File: src/ewl_map.svh
`ifndef EWL_MAP_SVH
`define EWL_MAP_SVH
`define EWL_CMD1       8'haa
`define EWL_CMD2       8'h55
`define EWL_CMD3       8'ha0
`define EWL_PAT1       12'h555
`define EWL_PAT2       12'haaa
`define EWL_PAT_MSB    11
`define EWL_MAX_DATA   7'h40
`define EWL_RSV_MASK   16'h007f
`define EWL_LOCK_RST   1'b0
`endif

File: src/ewl_pkg.sv
package ewl_pkg;
    typedef enum logic [2:0] {
        EWL_IDLE,
        EWL_GOT1,
        EWL_GOT2,
        EWL_OPEN,
        EWL_ARM
    } ewl_state_t;
endpackage

File: src/ewl_seq.sv
`include "ewl_map.svh"
// Summary of operation
// Command bytes AAh, 55h, A0h in order.
// Match only low address bits 555/AAA/555.
// Locked: writes need the unlock sequence first.
// Up to sixty-four data bytes follow.
// Lock state kept in nonvolatile bit.
// Nonvolatile bit delivered disabled.
// Enable needs dummy write at region start.
// Host places region on 128-byte boundary.
// Already locked: no dummy write needed.
// Host must not enable without dummy.
// Host saves and restores region contents.
// Every re-enable repeats the dummy write.
// Locked writes without unlock are dropped.
// Broken order returns matcher to idle.
module ewl_seq #(
    parameter int AW = 16
) (
    // Clock and reset
    input  wire logic          ref_clk,
    input  wire logic          rst,
    // Host write strobe, one cycle, same clock domain
    input  wire logic          wr_stb,
    input  wire logic [AW-1:0] wr_addr,
    input  wire logic [7:0]    wr_data,
    // Nonvolatile lock bit as loaded at power-up and its erase request
    input  wire logic          nv_lock_in,
    input  wire logic          nv_load,
    input  wire logic          lock_erase,
    // Memory write port
    output logic               mem_we,
    output logic [AW-1:0]      mem_addr,
    output logic [7:0]         mem_data,
    // Lock state
    output logic               eeprom_write_lock
);
    // =========================================================
    // Parameter check
    // =========================================================
    // The matcher compares a fixed number of low address bits, so a
    // narrower bus cannot be served.
    if (AW < `EWL_PAT_MSB + 1) begin : g_aw_check
        $error("ewl_seq: AW must cover the matched address bits");
    end

    // =========================================================
    // Decode
    // =========================================================
    ewl_pkg::ewl_state_t st_ff;
    ewl_pkg::ewl_state_t nxt_st;
    logic [6:0]          cnt_ff;
    logic [6:0]          nxt_cnt;
    logic                lock_ff;
    logic                nxt_lock;
    logic                we_ff;
    logic                nxt_we;
    logic [AW-1:0]       addr_ff;
    logic [7:0]          data_ff;

    wire [`EWL_PAT_MSB:0] low_addr = wr_addr[`EWL_PAT_MSB:0];
    wire is_c1 = (wr_data == `EWL_CMD1) && (low_addr == `EWL_PAT1);
    wire is_c2 = (wr_data == `EWL_CMD2) && (low_addr == `EWL_PAT2);
    wire is_c3 = (wr_data == `EWL_CMD3) && (low_addr == `EWL_PAT1);
    wire rsv_start = (wr_addr & AW'(`EWL_RSV_MASK)) == '0;
    wire burst_full = (cnt_ff == `EWL_MAX_DATA);

    // =========================================================
    // Sequence matcher
    // =========================================================
    always_comb begin
        nxt_st   = st_ff;
        nxt_cnt  = cnt_ff;
        nxt_lock = lock_ff;
        nxt_we   = 1'b0;
        if (wr_stb) begin
            case (st_ff)
                ewl_pkg::EWL_IDLE: begin
                    if (is_c1) begin
                        nxt_st = ewl_pkg::EWL_GOT1;
                    end else begin
                        nxt_we = !lock_ff;
                    end
                end
                ewl_pkg::EWL_GOT1: begin
                    nxt_st = is_c2 ? ewl_pkg::EWL_GOT2
                                   : ewl_pkg::EWL_IDLE;
                end
                ewl_pkg::EWL_GOT2: begin
                    nxt_cnt = '0;
                    if (!is_c3) begin
                        nxt_st = ewl_pkg::EWL_IDLE;
                    end else if (lock_ff) begin
                        nxt_st = ewl_pkg::EWL_OPEN;
                    end else begin
                        nxt_st = ewl_pkg::EWL_ARM;
                    end
                end
                ewl_pkg::EWL_ARM: begin
                    // Only a write at a region start sets the lock; any
                    // other byte is an ordinary unlocked write.
                    nxt_st = ewl_pkg::EWL_IDLE;
                    nxt_we = 1'b1;
                    if (rsv_start) begin
                        nxt_lock = 1'b1;
                        nxt_we   = 1'b0;
                    end
                end
                ewl_pkg::EWL_OPEN: begin
                    if (is_c1) begin
                        nxt_st = ewl_pkg::EWL_GOT1;
                    end else if (!burst_full) begin
                        nxt_we  = 1'b1;
                        nxt_cnt = cnt_ff + 7'h01;
                    end else begin
                        nxt_st = ewl_pkg::EWL_IDLE;
                    end
                end
                default: nxt_st = ewl_pkg::EWL_IDLE;
            endcase
        end
        if (lock_erase) begin
            nxt_lock = 1'b0;
        end
        if (nv_load) begin
            nxt_lock = nv_lock_in;
        end
    end

    // =========================================================
    // Registers
    // =========================================================
    always_ff @(posedge ref_clk or posedge rst) begin
        if (rst) begin
            st_ff   <= ewl_pkg::EWL_IDLE;
            cnt_ff  <= '0;
            lock_ff <= `EWL_LOCK_RST;
            we_ff   <= 1'b0;
            addr_ff <= '0;
            data_ff <= '0;
        end else begin
            st_ff   <= nxt_st;
            cnt_ff  <= nxt_cnt;
            lock_ff <= nxt_lock;
            we_ff   <= nxt_we;
            addr_ff <= wr_addr;
            data_ff <= wr_data;
        end
    end

    assign mem_we            = we_ff;
    assign mem_addr          = addr_ff;
    assign mem_data          = data_ff;
    assign eeprom_write_lock = lock_ff;

    // =========================================================
    // Checks
    // =========================================================
    property p_lock_drop;
        @(posedge ref_clk) disable iff (rst)
        (wr_stb && lock_ff && st_ff == ewl_pkg::EWL_IDLE && !is_c1)
            |=> !mem_we;
    endproperty
    a_lock_drop: assert property (p_lock_drop)
        else $error("locked write passed without unlock");

    property p_break;
        @(posedge ref_clk) disable iff (rst)
        (wr_stb && st_ff == ewl_pkg::EWL_GOT1 && !is_c2)
            |=> st_ff == ewl_pkg::EWL_IDLE;
    endproperty
    a_break: assert property (p_break)
        else $error("matcher did not return to idle");

    property p_arm_lock;
        @(posedge ref_clk) disable iff (rst)
        (wr_stb && st_ff == ewl_pkg::EWL_ARM && rsv_start
            && !lock_erase && !nv_load) |=> lock_ff && !mem_we;
    endproperty
    a_arm_lock: assert property (p_arm_lock)
        else $error("dummy write did not set lock");

    property p_open_wr;
        @(posedge ref_clk) disable iff (rst)
        (wr_stb && st_ff == ewl_pkg::EWL_OPEN && !is_c1 && !burst_full)
            |=> mem_we && mem_addr == $past(wr_addr);
    endproperty
    a_open_wr: assert property (p_open_wr)
        else $error("unlocked data byte not written");

    property p_seq;
        @(posedge ref_clk) disable iff (rst)
        (wr_stb && st_ff == ewl_pkg::EWL_GOT2 && is_c3 && lock_ff)
            |=> st_ff == ewl_pkg::EWL_OPEN;
    endproperty
    a_seq: assert property (p_seq)
        else $error("unlock sequence not accepted");

    property p_no_set;
        @(posedge ref_clk) disable iff (rst)
        (!lock_ff && st_ff != ewl_pkg::EWL_ARM && !nv_load) |=> !lock_ff;
    endproperty
    a_no_set: assert property (p_no_set)
        else $error("lock set without dummy write");

    property p_cmd_take;
        @(posedge ref_clk) disable iff (rst)
        (wr_stb && st_ff == ewl_pkg::EWL_IDLE && is_c1)
            |=> st_ff == ewl_pkg::EWL_GOT1 && !mem_we;
    endproperty
    a_cmd_take: assert property (p_cmd_take)
        else $error("first command byte not taken");

    property p_burst_end;
        @(posedge ref_clk) disable iff (rst)
        (wr_stb && st_ff == ewl_pkg::EWL_OPEN && !is_c1 && burst_full)
            |=> !mem_we && st_ff == ewl_pkg::EWL_IDLE;
    endproperty
    a_burst_end: assert property (p_burst_end)
        else $error("byte beyond burst limit written");

    property p_third_break;
        @(posedge ref_clk) disable iff (rst)
        (wr_stb && st_ff == ewl_pkg::EWL_GOT2 && !is_c3)
            |=> st_ff == ewl_pkg::EWL_IDLE && !mem_we;
    endproperty
    a_third_break: assert property (p_third_break)
        else $error("broken third step not dropped");

    property p_lock_keep;
        @(posedge ref_clk) disable iff (rst)
        (lock_ff && !lock_erase && !nv_load) |=> lock_ff;
    endproperty
    a_lock_keep: assert property (p_lock_keep)
        else $error("lock cleared without erase");
endmodule // ewl_seq

File: config.mk
export PLATFORM = sky130hd
export DESIGN_NAME = ewl_seq
export DESIGN_NICKNAME = d
export VERILOG_FILES = /design/src/ewl_pkg.sv /design/src/ewl_seq.sv
export VERILOG_INCLUDE_DIRS = /design/src
export SDC_FILE = /design/constraint.sdc
export NUM_CORES = 1
export LEC_CHECK = 0
export BUFFER_PORTS_ARGS = -buffer_cell sky130_fd_sc_hd__buf_4
export CAP_MARGIN = 20
export CORE_MARGIN = 4
export CORE_UTILIZATION = 43
export DETAILED_ROUTE_END_ITERATION = 8
export GPL_ROUTABILITY_DRIVEN = 0
export MAX_ROUTING_LAYER = met4
export PLACE_DENSITY = 0.74
export SYNTH_ARGS = -nofsm -noshare
export SYNTH_HDL_FRONTEND = slang
export SYNTH_SLANG_ARGS = --single-unit
File: constraint.sdc
create_clock -name ref_clk -period 1.6 [get_ports ref_clk]
set_input_delay 0.32 -clock ref_clk [delete_from_list [all_inputs] [get_ports ref_clk]]
set_output_delay 0.32 -clock ref_clk [all_outputs]
set_load 0.005 [all_outputs]
==> results.md <==
- In this run the clock root is driven by a clkbuf_4.
- The synthesized netlist devotes 12.4% of its cell area to compound gates.
- The via count of the first global-routing pass is 1428.
- The clock-pin slew reported for the worst setup and hold paths after clock tree synthesis is around 110 ps.
- The average routed wire per standard cell is between 15 and 20 µm.
- Across the VDD grid, the largest voltage drop is between 0.0006 and 0.0007 V.
- The instance count of the mapped netlist is roughly 130.
- The data required time of the critical path is roughly 1800 ps.
- The count of final hold-check violations was 0.
- The post-synthesis adder-cell area fraction is under 10%.
- The met1 layer usage reported by global route is 26.0%.
- The source of the critical timing path is st_ff[2]$_DFFE_PP0P_.
- The per-cell via count in the routed design is about 5.2.
- STA classifies the critical path startpoint as a flip-flop.
- The final HPWL from detailed placement is between 3 and 4 mm.
- The horizontal die dimension is between 60 and 70 µm.
- After synthesis, the cell types taking the most area are dfrtp_1 59%, nand4b_1 2.8%, nor3_1 2.6%, nor4b_1 1.7%, ha_1 1.6%.
- Summing the areas of all xor and xnor instances in the mapped netlist gives 0% of the synthesized area.
- The post-route clock skew is 9.65 ps.
- After floorplanning, the core was sized to cover 3390 µm².
- The clock network accounts for between 30% and 40% of the total power.
- The maximum fanout count along the critical path is 6.
- In this run the count of I/O pins placed on the die edge is 56.
- The number of levels the H-tree was split into is 2.
- The worst flop-to-flop path startpoint is st_ff[2]$_DFFE_PP0P_.
- The total routing resource utilization after global routing is 21.1%.
- The met2 layer usage reported by global route is between 30 and 40%.
- The flow ran to the end, and the final reports show no timing, DRC or antenna violations.
- The synthesized design contains 0 enable-type register cells.
- The fraction of synthesized area in multiplexers is between 1 and 1.5%.
- After the flow finishes, the layout carries non-filler instances totaling 263.
- The slack of the worst reg-to-reg path is 6 ps.
- For this block, the via count after detailed routing is approximately 1400.
- The number of antenna-violating nets in the routed design is 0.
- The endpoint identified for the worst register-to-register timing path is cnt_ff[5]$_DFFE_PP0P_.
- The internal power contribution is around 1.3 mW.
- The combinational family with the most area after synthesis is simple AND/OR/NAND/NOR gates.
- The number of nets handed over by synthesis was between 150 and 200.
- For the worst flop-to-flop path, the logic depth is 6.
- The die covers about 4600 µm².
- The deepest clock path buffer count is 2.
- The post-cts hold buffer count is 0.
- The number of instances in the placed design is around 250.
- The worst setup path is captured at a flip-flop.
- The fraction of registers with async set/reset is 100%.
- After Yosys synthesis, and, or, nand and nor cells account for between 20% and 30% of the synthesized area.
- The dominant synthesized flop cell is dfrtp_1.
- The area taken by multi-input logic gates is approximately 600 µm².
- The sequential fraction of the synthesis area is approximately 59%.
- In this run, the number of DRC markers left after iteration 0 of detailed routing was 61.
- Setup repair after global routing could not meet its margin everywhere.
- The repair_antennas step left the layout with diodes totalling 0.
- After synthesis the cells add up to roughly 1500 µm².
- The largest total area in the synthesized netlist belongs to dfrtp_1.
- Global routing used under 10% of the available met3 tracks.
- The power density over the cells is ~720 nW/µm².
- The tightest hold path in the finished design has a slack of approximately 57 ps.
- The die height is around 68 µm.
- The class of the tightest hold or removal check is in -> async.
- The count of buffers added on input and output ports is 55.
- The maximum clock frequency is 627 MHz.
- The cell row count is 21.
- Of the total power, the share spent switching nets is about a quarter.
- In the post-route analysis, the smallest setup slack over all paths is approximately 6 ps.
- After synthesis, the largest area contributor takes up around three fifths of total cell area.
- The clock tree from TritonCTS is yes.
- The arrival time reported for the critical path endpoint is 1830 ps.
- The total wirelength of the detailed-routed design is approximately 4.1 mm.
- The power dissipated by switching net loads is between 0.3 and 0.4 mW.
- The worst-case setup slack after placement is -163 ps.
- The number of distinct library cell variants in the gate-level netlist after synthesis is 46.
- The synthesis warning total is 0.
- The slew of the pin with the lowest slew margin is about 440 ps.
- The initial antenna violation count is 0.
- Summing all non-filler instances in the final layout gives an area of 2290 µm².
- After filler insertion, the fill cell instance count of the layout stands at between 200 and 300.
- The first global-routing pass estimated a little under 7 mm of wire.
- The remaining max-slew budget at the tightest pin is a little over two thirds.
- The clock network latency to the later pin of the worst-skew pair is 350 ps.
- Following the worst setup path forward leads to its endpoint at cnt_ff[5]$_DFFE_PP0P_.
- Combinational logic burns between 10% and 20% of the power.
- The number of setup violations in the final report is 0.
- The period utilization is approximately 100%.
- The effective utilization at floorplan is a little under half.
- The number of clock buffers inserted by TritonCTS is 5.
- The aggregate global routing overflow is 0.
- The final number of max-transition violations was 0.
- The maximum number of pins on one net before global-route repair is 37.
- The area growth from synthesis to layout is 48.8%.
- In the routed design, unresolved DRC markers number 0.
- The placed instances occupy a cell area of 2210 µm².
- The number of detailed-route iterations in the first pass is 4.
- The busiest layer in global routing is met2.
- The post-route netlist has around half of its cells at a drive strength greater than 1.
- The number of synthesized register bits is 36.
- The critical path is of the reg -> reg type.
- The max-cap check violation count is 0.
- The clock period minus worst slack is roughly 1600 ps.
- The average footprint of a synthesized cell is about 12 µm².
- The reported leakage power is approximately 1.1 nW.
- The sequential power share is between 50% and 60%.
- For this run, the share of the core covered by cells in the final layout is around two thirds.
- The clock sink count is 36.
- Registers take between 900 and 1000 µm².
- The net count of the finished layout is approximately 250.
==> cell usage after synthesis (2+ instances only) <==
cell type  instances
dfrtp_1           36
nor3_1             8
inv_1              6
nand2_1            6
nand4b_1           5
nand4_1            4
nor2_1             4
o21ai_0            4
a21oi_1            3
and2_1             3
nand3_1            3
nor4_1             3
nor4b_1            3
a32o_1             2
and3_1             2
buf_2              2
ha_1               2
nor2b_1            2
o31ai_1            2
==> cells by family (layout without fill, tap and decap cells) <==
family	count (synthesis)	count (layout)
adders and majority gates	2	2
AOI/OAI and AO/OA	25	25
DFF	36	36
buffers and inverters	9	99
and+or+nand+nor	53	53
muxes	2	2
==> placed cells by master, fill, tap and decap left out, types with 5 or more instances in the layout <==
| cell type | netlist | routed |
|---|---|---|
| inv_1 | 6 | 6 |
| dfrtp_1 | 36 | 35 |
| buf_4 | 0 | 85 |
| nand2_1 | 6 | 6 |
| nor3_1 | 8 | 7 |
| nand4b_1 | 5 | 5 |
| clkbuf_4 | 0 | 5 |
==> worst min path at each step <==
stage          slack (ps)  cells past startpoint                      to
6_report               60                      3   cnt_ff[1]$_DFFE_PP0P_
5_1_grt                50                      1  mem_addr[14]$_DFF_PP0_
4_1_cts                60                      1  mem_addr[12]$_DFF_PP0_
3_5_place_dp          430                      1  mem_addr[12]$_DFF_PP0_
3_3_place_gp          430                      1  mem_addr[14]$_DFF_PP0_
2_1_floorplan         350                      0   mem_addr[0]$_DFF_PP0_
==> power by group through the flow <==
| stage | Combinational, mW | Sequential (mW) | Clock, mW |
|---|---|---|---|
| floorplan | 0.0328 | 0.977 | 0 |
| global placement | 0.190 | 0.972 | 0 |
| detailed placement | 0.194 | 0.974 | 0 |
| CTS | 0.195 | 0.956 | 0.531 |
| global route | 0.212 | 0.960 | 0.584 |
| finish | 0.192 | 0.955 | 0.512 |
==> registers in the layout, summed over array words and instances, names as in the netlist <==
register           cells
mem_we                 1
cnt_ff                 7
mem_data               8
st_ff                  3
eeprom_write_lock      1
mem_addr              16
==> layer usage <==
metal | vias to the layer above | part of all wire [%] | wire [µm]
met4 | 0 | 1.5 | 62
met5 | - | 0 | 0
met1 | 654 | 42 | 1700
met2 | 47 | 49 | 2010
met3 | 10 | 7.3 | 295
li1 | 662 | - | -
==> worst max-delay path: stages (launching register included) <==
cell and delay [ps]:
dfrtp_1 410, and2b_2 270, and2_1 200, o21ai_4 90
buf_4 150, a32o_1 190, a31o_1 190
==> repair_timing <==
item,in CTS,in global routing
gates resized for setup,3,2
buffers inserted,1,0
cloned,0,0
endpoints found under the hold margin,0,0
setup endpoints to repair,2,4
pin swaps,4,1
==> layout make-up <==
class                      count  area share [%]
sequential                    36            39.4
timing repair buffer          85            27.9
clock inverter                 2           0.437
clock buffer                   6            2.24
inverter                       6           0.984
multi-input combinational     82            26.6
tap                           46            2.51
==> stage by stage <==
step	setup TNS [ps]	total power, mW
3_3_place_gp	-1100	1.16
2_1_floorplan	0	1.01
5_1_grt	-170	1.76
4_1_cts	0	1.68
6_report	0	1.66
3_5_place_dp	-864	1.17
No activity file was read; power rests on OpenSTA's default activity.
